[src/verilog/rcp_pkg.sv]
// Purpose: Shared constants and types for the reset cause and pin control block
// Assumes: 100 MHz mclk, APB register access with 32-bit data
// Notes: All offsets are byte addresses of aligned words
package rcp_pkg;
  // Register byte offsets
  localparam logic [7:0] OFF_CAUSE = 8'h00;
  localparam logic [7:0] OFF_SYS3 = 8'h04;
  localparam logic [7:0] OFF_KEY = 8'h08;
  localparam logic [7:0] OFF_OSC = 8'h0c;
  localparam logic [7:0] OFF_FLASH = 8'h10;

  // Bit positions inside reset_cause_status
  localparam int B_CAUSE_CLEAR_FLAG = 0;
  localparam int B_TRIMF = 1;
  localparam int B_VDET = 2;
  localparam int B_WDT = 3;
  localparam int B_SYSCLK = 4;
  localparam int B_TRIMRST = 5;
  localparam int B_FSTBY = 6;
  localparam int CAUSE_W = 7;

  // Bit positions inside system_control_three
  localparam int B_RESET_PIN_DISABLE = 0;
  localparam int B_PINPORT = 1;

  // Key codes
  localparam logic [7:0] KEY_CLEAR = 8'h71;
  localparam logic [7:0] KEY_PIN = 8'hb2;

  // Values after reset, and the oscillator setting that forces a reset
  localparam logic [CAUSE_W-1:0] CAUSE_RST = 7'h00;
  localparam logic [1:0] OSC_RST = 2'h1;
  localparam logic [1:0] OSC_DEADLOCK = 2'h0;

  // Timing
  localparam int CLK_PERIOD_NS = 10;
  localparam int EXT_RST_MIN_NS = 5000;
  localparam int CNT_W = 10;
  localparam logic [CNT_W-1:0] EXT_RST_CYC = CNT_W'((EXT_RST_MIN_NS + CLK_PERIOD_NS - 1) / CLK_PERIOD_NS);
  localparam logic [CNT_W-1:0] INT_RST_CYC = 10'h010;

  typedef enum logic [1:0] {RCP_RUN, RCP_INT_RST, RCP_EXT_RST} rcp_state_e;
endpackage

[src/verilog/rcp_key_if.sv]
// Purpose: Carries key register writes to the key checker and its enables back
// Assumes: All signals on mclk
// Notes: fire_clear and fire_pin are one-cycle pulses
`timescale 1ns/1ns
interface rcp_key_if;
  logic key_wr;
  logic [7:0] key_data;
  logic fire_clear;
  logic fire_pin;
  modport host (output key_wr, output key_data, input fire_clear, input fire_pin);
  modport unit (input key_wr, input key_data, output fire_clear, output fire_pin);
endinterface

[src/verilog/rcp_top.sv]
// Purpose: Reset cause recording, key-protected cause clearing and reset pin function control
// Assumes: rst is the power-on reset; event inputs are synchronous one-cycle or level signals on mclk
// Notes: Internal factor resets keep the cause flags; pin and power-on resets clear them
`timescale 1ns/1ns
module rcp_top
(
  // Clock and power-on reset
  input wire logic mclk,
  input wire logic rst,
  // APB slave
  input wire logic psel,
  input wire logic penable,
  input wire logic pwrite,
  input wire logic [7:0] paddr,
  input wire logic [31:0] pwdata,
  output logic [31:0] prdata,
  output logic pready,
  output logic pslverr,
  // Internal reset factors and trim load status
  input wire logic flash_rd,
  input wire logic flash_wr,
  input wire logic wdt_ovf,
  input wire logic vdet_hit,
  input wire logic trim_broken,
  input wire logic trim_load_done,
  input wire logic trim_load_ok,
  // Reset pin
  input wire logic rst_pin_in,
  output logic port_in,
  output logic pin_is_port,
  // Reset requests
  output logic int_reset,
  output logic ext_reset
);
  typedef struct packed
  {
    logic pready;
    logic pslverr;
    logic [31:0] prdata;
    logic [rcp_pkg::CAUSE_W-1:0] cause;
    logic reset_pin_disable;
    logic pin_port;
    logic [1:0] osc;
    logic fstby;
    rcp_pkg::rcp_state_e st;
    logic [rcp_pkg::CNT_W-1:0] cnt;
    logic int_rst;
    logic ext_rst;
    logic port_in;
    logic key_wr;
    logic [7:0] key_data;
  } rcp_top_s;

  rcp_top_s s_r;
  rcp_top_s s_nxt;
  logic pin_q;
  logic [rcp_pkg::CAUSE_W-1:0] ev;

  rcp_key_if kif ();

  rcp_key_unit u_key
  (
    .mclk(mclk),
    .rst(rst),
    .kif(kif.unit)
  );

  rcp_sync #(.W(1), .RST_VAL(1'b1)) u_pin_sync
  (
    .mclk(mclk),
    .rst(rst),
    .d(rst_pin_in),
    .q(pin_q)
  );

  function automatic logic is_mapped(input logic [7:0] a);
    is_mapped = (a == rcp_pkg::OFF_CAUSE) || (a == rcp_pkg::OFF_SYS3) || (a == rcp_pkg::OFF_KEY) ||
                (a == rcp_pkg::OFF_OSC) || (a == rcp_pkg::OFF_FLASH);
  endfunction

  function automatic logic [31:0] read_word(input logic [7:0] a, input rcp_top_s s);
    read_word = 32'h0000_0000;
    case (a)
      rcp_pkg::OFF_CAUSE: read_word[rcp_pkg::CAUSE_W-1:0] = s.cause;
      rcp_pkg::OFF_SYS3:
      begin
        read_word[rcp_pkg::B_RESET_PIN_DISABLE] = s.reset_pin_disable;
        read_word[rcp_pkg::B_PINPORT] = s.pin_port;
      end
      rcp_pkg::OFF_OSC: read_word[1:0] = s.osc;
      rcp_pkg::OFF_FLASH: read_word[0] = s.fstby;
      default: read_word = 32'h0000_0000;
    endcase
  endfunction

  // Factor vector lines up with the cause bits so it can be ORed in directly
  always_comb
  begin
    ev = '0;
    ev[rcp_pkg::B_FSTBY] = s_r.fstby && (flash_rd || flash_wr);
    ev[rcp_pkg::B_SYSCLK] = (s_r.osc == rcp_pkg::OSC_DEADLOCK);
    ev[rcp_pkg::B_WDT] = wdt_ovf;
    ev[rcp_pkg::B_VDET] = vdet_hit;
    ev[rcp_pkg::B_TRIMRST] = trim_broken;
  end

  always_comb
  begin
    s_nxt = s_r;
    s_nxt.key_wr = 1'b0;
    s_nxt.port_in = pin_q;

    // Two-cycle access: pready rises in the second access cycle
    s_nxt.pready = psel && penable && !s_r.pready;
    if (psel && penable && !s_r.pready)
    begin
      s_nxt.pslverr = !is_mapped(paddr);
      s_nxt.prdata = pwrite ? 32'h0000_0000 : read_word(paddr, s_r);
    end

    if (psel && penable && s_r.pready && pwrite)
    begin
      case (paddr)
        rcp_pkg::OFF_CAUSE: s_nxt.cause[rcp_pkg::B_CAUSE_CLEAR_FLAG] = pwdata[rcp_pkg::B_CAUSE_CLEAR_FLAG];
        rcp_pkg::OFF_SYS3: s_nxt.reset_pin_disable = pwdata[rcp_pkg::B_RESET_PIN_DISABLE];
        rcp_pkg::OFF_KEY:
        begin
          s_nxt.key_wr = 1'b1;
          s_nxt.key_data = pwdata[7:0];
        end
        rcp_pkg::OFF_OSC: s_nxt.osc = pwdata[1:0];
        rcp_pkg::OFF_FLASH: s_nxt.fstby = pwdata[0];
        default: s_nxt.key_wr = 1'b0;
      endcase
    end

    // A clear key without the clear flag armed does nothing
    if (kif.fire_clear && s_r.cause[rcp_pkg::B_CAUSE_CLEAR_FLAG])
      s_nxt.cause = rcp_pkg::CAUSE_RST;
    if (kif.fire_pin)
      s_nxt.pin_port = s_r.reset_pin_disable;

    // Placed after the clear so a simultaneous fault still lands
    if (trim_load_done && !trim_load_ok)
      s_nxt.cause[rcp_pkg::B_TRIMF] = 1'b1;

    case (s_r.st)
      rcp_pkg::RCP_RUN:
      begin
        if (!s_r.pin_port && !pin_q)
        begin
          if (s_r.cnt == rcp_pkg::EXT_RST_CYC - 10'h001)
          begin
            // Pin reset reinitialises the registers except pin_port, the cause flags included
            s_nxt.cause = rcp_pkg::CAUSE_RST;
            s_nxt.reset_pin_disable = 1'b0;
            s_nxt.osc = rcp_pkg::OSC_RST;
            s_nxt.fstby = 1'b0;
            s_nxt.ext_rst = 1'b1;
            s_nxt.st = rcp_pkg::RCP_EXT_RST;
          end
          else
            s_nxt.cnt = s_r.cnt + 10'h001;
        end
        else
        begin
          s_nxt.cnt = '0;
          if (|ev)
          begin
            // Internal reset keeps the recorded causes and adds the new one
            s_nxt.cause = s_nxt.cause | ev;
            s_nxt.osc = rcp_pkg::OSC_RST;
            s_nxt.fstby = 1'b0;
            s_nxt.int_rst = 1'b1;
            s_nxt.cnt = rcp_pkg::INT_RST_CYC - 10'h001;
            s_nxt.st = rcp_pkg::RCP_INT_RST;
          end
        end
      end
      rcp_pkg::RCP_INT_RST:
      begin
        // Further factors are ignored while the reset is asserted
        if (s_r.cnt == '0)
        begin
          s_nxt.int_rst = 1'b0;
          s_nxt.st = rcp_pkg::RCP_RUN;
        end
        else
          s_nxt.cnt = s_r.cnt - 10'h001;
      end
      rcp_pkg::RCP_EXT_RST:
      begin
        if (pin_q)
        begin
          s_nxt.ext_rst = 1'b0;
          s_nxt.cnt = '0;
          s_nxt.st = rcp_pkg::RCP_RUN;
        end
      end
      default:
      begin
        s_nxt.st = rcp_pkg::RCP_RUN;
        s_nxt.cnt = '0;
      end
    endcase
  end

  always_ff @(posedge mclk or posedge rst)
  begin
    if (rst)
    begin
      s_r.pready <= 1'b0;
      s_r.pslverr <= 1'b0;
      s_r.prdata <= 32'h0000_0000;
      s_r.cause <= rcp_pkg::CAUSE_RST;
      s_r.reset_pin_disable <= 1'b0;
      s_r.pin_port <= 1'b0;
      s_r.osc <= rcp_pkg::OSC_RST;
      s_r.fstby <= 1'b0;
      s_r.st <= rcp_pkg::RCP_RUN;
      s_r.cnt <= '0;
      s_r.int_rst <= 1'b0;
      s_r.ext_rst <= 1'b0;
      s_r.port_in <= 1'b1;
      s_r.key_wr <= 1'b0;
      s_r.key_data <= 8'h00;
    end
    else
      s_r <= s_nxt;
  end

  assign kif.key_wr = s_r.key_wr;
  assign kif.key_data = s_r.key_data;

  assign prdata = s_r.prdata;
  assign pready = s_r.pready;
  assign pslverr = s_r.pslverr;
  assign port_in = s_r.port_in;
  assign pin_is_port = s_r.pin_port;
  assign int_reset = s_r.int_rst;
  assign ext_reset = s_r.ext_rst;
endmodule

[src/verilog/rcp_key_unit.sv]
// Purpose: Compares key register writes against the two protection codes
// Assumes: key_wr is a one-cycle pulse from the register slave
// Notes: Any other code produces no pulse at all
`timescale 1ns/1ns
module rcp_key_unit
(
  // Clock and reset
  input wire logic mclk,
  input wire logic rst,
  // Key path
  rcp_key_if.unit kif
);
  typedef struct packed
  {
    logic fire_clear;
    logic fire_pin;
  } rcp_key_s;

  rcp_key_s st_r;
  rcp_key_s st_nxt;

  always_comb
  begin
    st_nxt.fire_clear = kif.key_wr && (kif.key_data == rcp_pkg::KEY_CLEAR);
    st_nxt.fire_pin = kif.key_wr && (kif.key_data == rcp_pkg::KEY_PIN);
  end

  always_ff @(posedge mclk or posedge rst)
  begin
    if (rst)
      st_r <= '0;
    else
      st_r <= st_nxt;
  end

  assign kif.fire_clear = st_r.fire_clear;
  assign kif.fire_pin = st_r.fire_pin;
endmodule

[src/verilog/rcp_sync.sv]
// Purpose: Two-stage synchroniser for levels from outside the clock domain
// Assumes: Input changes slowly compared with mclk
// Notes: First stage feeds only the second
`timescale 1ns/1ns
module rcp_sync
#(
  parameter int W = 1,
  parameter logic [W-1:0] RST_VAL = '1
)
(
  // Clock and reset
  input wire logic mclk,
  input wire logic rst,
  // Data
  input wire logic [W-1:0] d,
  output logic [W-1:0] q
);
  typedef struct packed
  {
    logic [W-1:0] s1;
    logic [W-1:0] s2;
  } rcp_sync_s;

  rcp_sync_s st_r;
  rcp_sync_s st_nxt;

  always_comb
  begin
    st_nxt.s1 = d;
    st_nxt.s2 = st_r.s1;
  end

  // Idle level high so a released pin never looks like a reset
  always_ff @(posedge mclk or posedge rst)
  begin
    if (rst)
      st_r <= {RST_VAL, RST_VAL};
    else
      st_r <= st_nxt;
  end

  assign q = st_r.s2;
endmodule

[config.mk]
export PLATFORM = sky130hd
export DESIGN_NAME = rcp_top
export DESIGN_NICKNAME = d
export VERILOG_FILES = /design/src/verilog/rcp_pkg.sv /design/src/verilog/rcp_key_if.sv /design/src/verilog/rcp_top.sv /design/src/verilog/rcp_key_unit.sv /design/src/verilog/rcp_sync.sv
export SDC_FILE = /design/constraint.sdc
export NUM_CORES = 1
export LEC_CHECK = 0
export ABC_AREA = 1
export BUFFER_PORTS_ARGS = -buffer_cell sky130_fd_sc_hd__clkbuf_2
export CORE_AREA = 2 2 77 79
export CTS_CLUSTER_DIAMETER = 120
export DETAILED_ROUTE_END_ITERATION = 12
export DIE_AREA = 0 0 79 81
export PLACE_DENSITY = 0.95
export SYNTH_ARGS = -nofsm -noshare
export SYNTH_HDL_FRONTEND = slang
export SYNTH_SLANG_ARGS = --single-unit
[constraint.sdc]
create_clock -name mclk -period 3.47 [get_ports mclk]
set_clock_uncertainty 0.05 [all_clocks]
set_input_delay 0.1735 -clock mclk [delete_from_list [all_inputs] [get_ports mclk]]
set_output_delay 0.1735 -clock mclk [all_outputs]
set_load 0.02 [all_outputs]
Word-level counts from Yosys, hierarchy flattened
Index checks and enable logic that the tools add are counted.
- flip-flop bits (word level): 74
- input bits: 53
- output and inout bits: 38
- bitwise gates (word level): 1
- reduce and logical (&&, ||, !) cells: 32
- multiplexer cells: 36
- equal/unequal tests: 19
- add/subtract/negate cells: 2
- operators by type and width (cell ; number):
    one-hot mux 12 bit (3 select lines) ; 1
    2-to-1 mux 7 bit ; 4
    2-to-1 mux 8 bit ; 3
    2-to-1 mux 10 bit ; 2
    equality test 8 x 4 -> 1 bit (second input constant) ; 2
    2-to-1 mux 16 bit ; 1
    2-to-1 mux 15 bit ; 1
    2-to-1 mux 12 bit ; 1
    inequality test 2 bit (second input constant) ; 6
    AND reduction 4 bit ; 3
    2-to-1 mux 1 bit ; 11
    adder 10 x 1 -> 10 bit (second input constant) ; 1
    equality test 10 x 9 -> 1 bit (second input constant) ; 1
    logical AND 1 bit ; 10
    zero test 10 bit ; 1
    2-to-1 mux 5 bit ; 2
    subtractor 10 x 1 -> 10 bit (second input constant) ; 1
    2-to-1 mux 9 bit ; 1
    inequality test 3 bit (second input constant) ; 3
    equality test 8 x 3 -> 1 bit (second input constant) ; 1
    equality test 8 x 5 -> 1 bit (second input constant) ; 1
    equality test 8 x 7 -> 1 bit (second input constant) ; 1
    equality test 8 bit (second input constant) ; 1
    zero test 8 bit ; 1
    16 further kinds ; 30

Depth between registers and ports, before layout
Gate-level depths: netlist (run 1).
- depth in word-level cells: 10
- gate-level depth with buffers: 10
- depth with buffers taken out: 10

Modules after synthesis
From an unflattened synthesis (run 1), not the netlist that was laid out.
- cell total of the unflattened synthesis: 396
- area, all modules: 2949.1 um2
- modules (own cells, without submodules) (module ; area each (um2) ; instances ; cells each):
    rcp_top ; 2785.2 ; 1 ; 376
    rcp_key_unit ; 107.6 ; 1 ; 17
    rcp_sync ; 56.3 ; 1 ; 3

Worst setup path before layout (run 1)
No wires, ideal clock.
- path kind: reg-to-reg
- from: register s_r[12] in the netlist's numbering
- to: register s_r[17] in the netlist's numbering
- clock period less this slack: 1.498 ns
- cell stages (with the launch flop): 10
- data required time: 3.304 ns
- slack: 1.972 ns
- arrival: 1.332 ns
- path buffers: 0
- cell sequence: dfrtp_1 -> inv_1 -> ha_1 -> nand3_2 -> nor2_2 -> nand3_1 -> nor2_2 -> nor2_4 -> nand2_1 -> nand2_1
- word-level cells in the longest chain between the ends: 4
- elaborated cells on any way between the ends: 11
- classes of those cells: add/sub (2); eq/ne (3); mux (4); reduce/logical (2)
- ends and longest elaborated chain (item ; line ; text):
    start, declared ; rcp_top.sv:54 ; rcp_top_s s_r;
    start signal, assigned ; rcp_top.sv:229 ; s_r <= s_nxt;
    adder 10 x 1 -> 10 bit ; rcp_top.sv:163 ; s_nxt.cnt = s_r.cnt + 10'h001;
    2-to-1 mux 10 bit ; rcp_top.sv:152 ; if (s_r.cnt == rcp_pkg::EXT_RST_CYC - 10'h001)
    2-to-1 mux 15 bit ; rcp_top.sv:150 ; if (!s_r.pin_port && !pin_q)
    one-hot mux 12 bit (3 select lines) ; rcp_top.sv:147 ; case (s_r.st)
Parallel ways exist; a longest one is shown, timed or not. The select of a mux whose other input is x is not followed.
A chain may end at the register's enable or synchronous reset.

Worst setup path after layout (run 1)
- from: register s_r (netlist bit pin_is_port)
- to: register s_r[14] in the netlist's numbering
- word-level cells in the longest chain between the ends: 4
- elaborated cells on any way between the ends: 6
- classes of those cells: eq/ne (1); mux (2); reduce/logical (3)
- ends and longest elaborated chain (item ; line):
    zero test 1 bit * ; rcp_top.sv:150
    logical AND 1 bit * ; rcp_top.sv:150
    inequality test 3 bit (no source line) / 2-to-1 mux 15 bit (equally long branches) ; --
    AND reduction 3 bit (no source line) / one-hot mux 12 bit (3 select lines) (equally long branches) ; --
Every way passes the cells marked *; elsewhere a longest branch is shown, timed or not.

==> flow_metrics.env, run 1 <==
export IMPL_outcome="finished, final reports clean"
export IMPL_die_area_sq_um=6400
export IMPL_seq_area_frac_synth_pct=41.5
export IMPL_reg_top3="s_r: 23 flops, kif.key_data: 8 flops, prdata: 7 flops"
export IMPL_worstMarginPinSlew_ns=0.987
export IMPL_drive_above_1_share_pct=17.8
export IMPL_vias=2593
export IMPL_synth_warnings=0
export IMPL_crit_fanout=11
export IMPL_cts_sinks=49
export IMPL_synthToLayoutAreaGrowth_pct=7.05
export IMPL_yosysTopAreaCell="dfrtp_1"
export IMPL_required_ns=3.66
export IMPL_min_period_ns=1.87
export IMPL_postSynthCellCount=399
export IMPL_grt_overflow_total=0
export IMPL_slew_headroom_pct=34.1
export IMPL_clockRootBuffer="clkbuf_8"
export IMPL_initial_core_util_pct=52.2
export IMPL_finalHoldViolations=0
export IMPL_nNetsFinal=491
export IMPL_drv_slew=0
export IMPL_cts_max_level=2
export IMPL_postRouteAntennaNets=0
export IMPL_rows=28
export IMPL_p_leak_uw=0.00170
export IMPL_r2r_start="pin_is_port"
export IMPL_fin_tns_setup_ns=0
export IMPL_grt_pass1_vias=2479
export IMPL_drtIter0Drc=199
export IMPL_fmax_ghz=0.535
export IMPL_netlist_cell_type_count=36
export IMPL_synth_avg_cell_area_sq_um=7.43
export IMPL_largest_register_ffs=23
export IMPL_clk_pin_slew_worst_paths_ns=0.09
export IMPL_hpwl_mm=4.57
export IMPL_vdd_ir_drop_max_uv=258
export IMPL_grt_pass1_wl_mm=10.4
export IMPL_cts_resized_gates=0
export IMPL_clk_latency_ns=0.30
export IMPL_insertedDiodeCount=0
export IMPL_cts_setup_buffers=0
export IMPL_start_kind="flip-flop"
export IMPL_die_x_um=79
export IMPL_powerDensity_nw_per_um2=504
export IMPL_crit_start="pin_is_port"
export IMPL_holdWs_ns=0.00387
export IMPL_io_pin_count=91
export IMPL_die_h_um=81
export IMPL_synth_top_area_share_pct=38.0
export IMPL_worstHoldStart="pwdata[3]"
export IMPL_post_drt_wl_per_cell_um=11.6
export IMPL_final_cell_mix="132 x nand2_1, 45 x dfrtp_1, 41 x clkbuf_2"
export IMPL_final_common_cell="nand2_1"
export IMPL_worstSetupEndpointType="flip-flop"
export IMPL_routed_via_density=5.06
export IMPL_gp_congestion=0.929
export IMPL_largest_register="s_r"
export IMPL_hp_class="input pin to flip-flop"
export IMPL_grtUsageTotal_pct=20.2
export IMPL_setup_worst_path_class="flip-flop to flip-flop"
export IMPL_io_buffer_count=41
export IMPL_synth_area_sq_um=2970
export IMPL_drc=0
export IMPL_setup_viol=0
export IMPL_maxCapViolations=0
export IMPL_ys_ff_latch=49
export IMPL_ys_top_cells_by_area="dfrtp_1 38%, nand2_1 17%, buf_4 8.6%"
export IMPL_grt_start_max_net_pins=50
export IMPL_wirelength_mm=5.96
export IMPL_cts_tree="built"
export IMPL_core_area_sq_um=5680
export IMPL_cts_made_buffers=5
export IMPL_cts_path_max_buffers=2
export IMPL_fin_crit_sh_pct=53.9
export IMPL_rsz0062_at_grt="false"
export IMPL_antenna_found_initial=0
export IMPL_drtPass1Iterations=5
export IMPL_critPathArrivalTime_ns=2.06
metal layers:
metal | wire length (um) | vias to the layer above | GRT usage, %
met2 | 3100 | 95 | 38.3
met5 | 0 | - | 0
met3 | 323 | 11 | 3.56
met1 | 2440 | 1205 | 22.3
li1 | - | 1282 | -
met4 | 98 | 0 | 8.10
critical path: stages (launching register included):
cell and delay [ns]:
dfrtp_1 0.43, nor2_1 0.12, inv_1 0.06, nor2_2 0.42
nand4_4 0.31, nand3_4 0.25, nand2_1 0.09, nand2_1 0.08
cell families (layout without fill, tap and decap cells):
family                   count (synthesis)  in the layout  synth area share (%)
flip-flops                              49             49                  41.5
buffers and inverters                   82             96                  15.2
AND/OR/NAND/NOR                        230            230                  35.1
AO/OA/AOI/OAI                           33             33                  6.58
multiplexers                             1              1                 0.380
other                                    1             25                 0.126
adder cells (fa/ha/maj)                  2              2                 0.844
XOR/XNOR                                 1              1                 0.295
cells in the mapped netlist:
cell type	number
nand2_1	132
dfrtp_1	45
inv_1	39
buf_4	34
nand3_1	33
nor2_1	33
o21ai_0	14
nor3_1	8
inv_2	7
a21oi_1	6
nand4_1	5
o31ai_1	5
dfstp_2	4
nor2_2	4
nor2_4	4
buf_6	2
ha_1	2
nand2_2	2
nand3_2	2
o22ai_1	2
a21boi_0	1
a32oi_1	1
conb_1	1
mux2_2	1
nand2_4	1
nand3_4	1
nand3b_1	1
nand4_4	1
nor3_2	1
nor3b_1	1
o211ai_1	1
o21a_1	1
o21ai_1	1
o21ai_2	1
or2_1	1
xor2_1	1
cell type report:
class / count / area, sq um
Fill cell: 515 / 2500
Clock inverter: 2 / 15.0
Sequential cell: 49 / 1230
Inverter: 46 / 173
Clock buffer: 6 / 72.6
Timing Repair Buffer: 42 / 215
Tap cell: 75 / 93.8
Multi-Input combinational cell: 292 / 1370
power by group:
group,internal [uW],switching (uW)
sequential,634,96.5
combinational,180,359
clock,142,189
total,956,644
repair_timing:
item                                    CTS  global route
hold buffers                              1             0
endpoints found under the setup margin    0             0
endpoints found under the hold margin     1             0
per-stage QoR:
step | total power, uW | area, sq um | worst slack (ns) | util [%] | cells
floorplan | 1190 | 3060 | 1.97 | - | 423
global placement | 1240 | 3080 | 1.72 | 54.2 | 503
detailed placement | 1270 | 3080 | 1.63 | 54.2 | 503
CTS | 1600 | 3170 | 1.61 | 55.9 | 512
global route | 1730 | 3170 | 1.42 | 55.9 | 512
finish | 1600 | 3170 | 1.60 | 55.9 | 512
final timing paths:
kind,end,slack (ns),cells past startpoint
max in group asynchronous,s_r[14],2.73,2
max reg2reg,s_r[14],1.60,7
max,s_r[14],1.60,7
min reg2reg,u_pin_sync.q,0.31,0
min in group asynchronous,ext_reset,0.03,2
min,kif.key_data[3],0.004,3
No activity file was read; power rests on OpenSTA's default activity.
==> inputs of run 2 (changes only) <==
- ABC_AREA: 1 -> 0
- CORE_AREA: 2 2 77 79 -> 2 2 80 82
- DIE_AREA: 0 0 79 81 -> 0 0 82 84
- PLACE_DENSITY: 0.95 -> 0.88
- clock period: 3.47 -> 1.7 ns (I/O delays scaled with it)
==> run 2 against run 1 <==
Effect of this change: the flow now finishes with violations (setup timing); power rose to 2.8 times the previous value; non-clock buffer count rose by 61; worst setup slack got worse by 1.7 ns; sequential share of layout area fell by 5.0 points; largest cell class unchanged; routed wire length rose by 25%; via count fell by 3.2%; sequential cell count did not move.
==> flow_metrics.env, run 2 <==
export IMPL_cts_max_level=2
export IMPL_cts_made_buffers=5
export IMPL_cts_path_max_buffers=2
export IMPL_synth_area_sq_um=2720
export IMPL_drv_slew=0
export IMPL_wirelength_mm=7.44
export IMPL_hpwl_mm=4.88
export IMPL_switching_share_pct=38.3
export IMPL_reg_top3="s_r: 23 flops, kif.key_data: 8 flops, prdata: 7 flops"
export IMPL_holdWs_ns=0.0313
export IMPL_fin_tns_setup_ns=-0.706
export IMPL_grt_pass1_wl_mm=11.5
export IMPL_required_ns=1.85
export IMPL_async_reset_ff_share_pct=100
export IMPL_initial_core_util_pct=44.7
export IMPL_synth_warnings=0
export IMPL_fillers=473
export IMPL_r2r_cells=5
export IMPL_cts_tree="built"
export IMPL_design_area_sq_um=3650
export IMPL_fin_crit_sh_pct=107
export IMPL_synth_ff_type="dfrtp_1"
export IMPL_clockRootBuffer="clkbuf_8"
export IMPL_drtIter0Drc=195
export IMPL_antenna_found_initial=0
export IMPL_insertedDiodeCount=0
export IMPL_ys_ff_latch=49
export IMPL_yosysTopAreaCell="dfrtp_1"
export IMPL_core_area_sq_um=6100
export IMPL_synth_top_area_share_pct=41.3
export IMPL_netlist_cell_type_count=56
export IMPL_ys_top_cells_by_area="dfrtp_1 41%, buf_4 8.8%, mux2_2 4.1%"
export IMPL_synth_most_common_cell="dfrtp_1"
export IMPL_p_comb_share_pct=47.4
export IMPL_p_int_uw=2750
export IMPL_cts_sinks=49
export IMPL_routed_via_density=5.72
export IMPL_finalHoldViolations=0
export IMPL_crit_fanout=6
export IMPL_setup_viol=12
export IMPL_largest_register="s_r"
export IMPL_critPathCapture="s_r[21]"
export IMPL_grt_pass1_vias=2373
export IMPL_grtUsageTotal_pct=21.7
export IMPL_vdd_ir_drop_max_uv=915
export IMPL_hp_class="input pin to flip-flop"
export IMPL_grt_start_max_net_pins=50
export IMPL_p_total_uw=4460
export IMPL_final_cell_mix="43 x dfrtp_1, 41 x clkbuf_2, 41 x buf_4"
export IMPL_synthToLayoutAreaGrowth_pct=34.2
export IMPL_outcome="finished, violations left"
export IMPL_die_x_um=82
export IMPL_synth_avg_cell_area_sq_um=9.94
export IMPL_die_area_sq_um=6890
export IMPL_crit_start="pin_is_port"
export IMPL_worst_slack_ns=-0.123
export IMPL_slew_headroom_pct=64.8
export IMPL_violations="setup timing"
export IMPL_clk_latency_ns=0.31
export IMPL_r2r_start="pin_is_port"
export IMPL_maxCapViolations=0
export IMPL_synth_common_cells="45 x dfrtp_1, 32 x buf_4, 17 x nand2_1"
export IMPL_postSynthCellCount=274
export IMPL_nNetsFinal=416
export IMPL_gp_congestion=0.875
export IMPL_start_kind="flip-flop"
export IMPL_fmax_ghz=0.549
export IMPL_die_h_um=84
export IMPL_worstSetupEndpointType="flip-flop"
export IMPL_synth_edff_count=0
export IMPL_clk_pin_slew_worst_paths_ns=0.10
export IMPL_clock_power_share_pct=16.9
export IMPL_drtPass1Iterations=5
export IMPL_rsz0062_at_grt="true"
export IMPL_final_common_cell="dfrtp_1"
export IMPL_io_pin_count=91
export IMPL_vias=2511
export IMPL_io_buffer_count=41
export IMPL_setup_worst_path_class="flip-flop to flip-flop"
export IMPL_rrSetupSlack_ns=-0.12
export IMPL_postRouteAntennaNets=0
export IMPL_largest_register_ffs=23
export IMPL_post_drt_wl_per_cell_um=16.9
export IMPL_rows=29
export IMPL_seq_area_frac_synth_pct=45.2
export IMPL_critPathArrivalTime_ns=1.97
export IMPL_drive_above_1_share_pct=44.5
export IMPL_placed_cell_area_sq_um=3160
export IMPL_power_switching_uw=1710
export IMPL_rr_endpoint="s_r[21]"
export IMPL_worstMarginPinSlew_ns=0.522
export IMPL_drc=0
export IMPL_powerDensity_nw_per_um2=1220
export IMPL_seq_power_share_pct=35.7
export IMPL_p_leak_uw=0.00179
export IMPL_grt_overflow_total=0
export IMPL_min_period_ns=1.82
[run 2: changes by cell type in the layout (fill, tap and decap cells not counted), sizes merged, moves of 5 or more]
cell	previous run	this run
buf	0	50
nand2	135	17
mux2	1	10
a21oi	6	13
nand3	36	10
a22o	0	9
dlygate4sd3	1	12
o21ai	16	11
inv	46	9
nor2	41	13
mux2i	0	6
nor4	0	8
[run 2: worst min path at each step]
stage / start / depth (start not counted) / end / slack, ns
2_1_floorplan: rst_pin_in / 0 / u_pin_sync.st_nxt[0] / 0.04
3_3_place_gp: rst / 3 / int_reset / 0.07
3_5_place_dp: rst / 3 / int_reset / 0.08
4_1_cts: wdt_ovf / 2 / s_r[32] / 0.01
5_1_grt: trim_load_ok / 3 / s_r[30] / 0.04
6_report: trim_load_ok / 3 / s_r[30] / 0.03
[run 2: final cells by class]
type / count / area, sq um / share of cell area (%)
multi-input cells: 194 / 1450 / 39.7
clock buffers: 6 / 82.6 / 2.26
repair buffers: 103 / 743 / 20.3
inverters: 8 / 30.0 / 0.822
flip-flops and latches: 49 / 1230 / 33.8
well taps: 77 / 96.3 / 2.64
clock inverters: 2 / 17.5 / 0.479
[run 2: per-stage QoR]
| step | util (%) | std cells | worst slack, ns |
|---|---|---|---|
| 2_1_floorplan | - | 298 | 0.00539 |
| 3_3_place_gp | 51.9 | 412 | -0.105 |
| 3_5_place_dp | 51.9 | 412 | -0.140 |
| 4_1_cts | 57.5 | 435 | -0.00972 |
| 5_1_grt | 60.0 | 439 | -0.201 |
| 6_report | 60.0 | 439 | -0.123 |
[run 2: power groups by stage]
stage          clock network, uW  logic [uW]  registers [uW]
2_1_floorplan                  0         995            1530
5_1_grt                      802        2270            1610
3_3_place_gp                   0        1530            1550
6_report                     754        2110            1590
3_5_place_dp                   0        1600            1560
4_1_cts                      755        1780            1570
[run 2: layer usage]
layer / global-route usage (%) / vias up / wire length, um
li1: - / 1120 / -
met1: 26.9 / 1206 / 2820
met2: 37.3 / 154 / 3830
met3: 3.68 / 31 / 573
met4: 7.42 / 0 / 216
met5: 0 / - / 0
[run 2: worst max-delay path, stage by stage, from the launching register on]
cell     delay (ns)
dfrtp_1        0.47
nor2_1         0.33
nand3_2        0.23
a21oi_2        0.18
nor2b_1        0.07
o41ai_2        0.38
[run 2: repair_timing]
item,4_1_cts,5_1_grt
hold buffers,12,0
hold endpoints to repair,57,0
gates resized for setup,23,34
setup buffers,3,4
endpoints found under the setup margin,12,21
pin swaps,9,6
cloned,0,0
[run 2: logic make-up after synthesis]
| family | synth area share [%] |
|---|---|
| compound gates | 15.6 |
| xor+xnor | 0.322 |
| fa+ha+maj | 0.919 |
| buf+inv | 12.2 |
| flops | 45.2 |
| mux | 6.34 |
| other cells | 0.138 |
| simple gates | 19.3 |
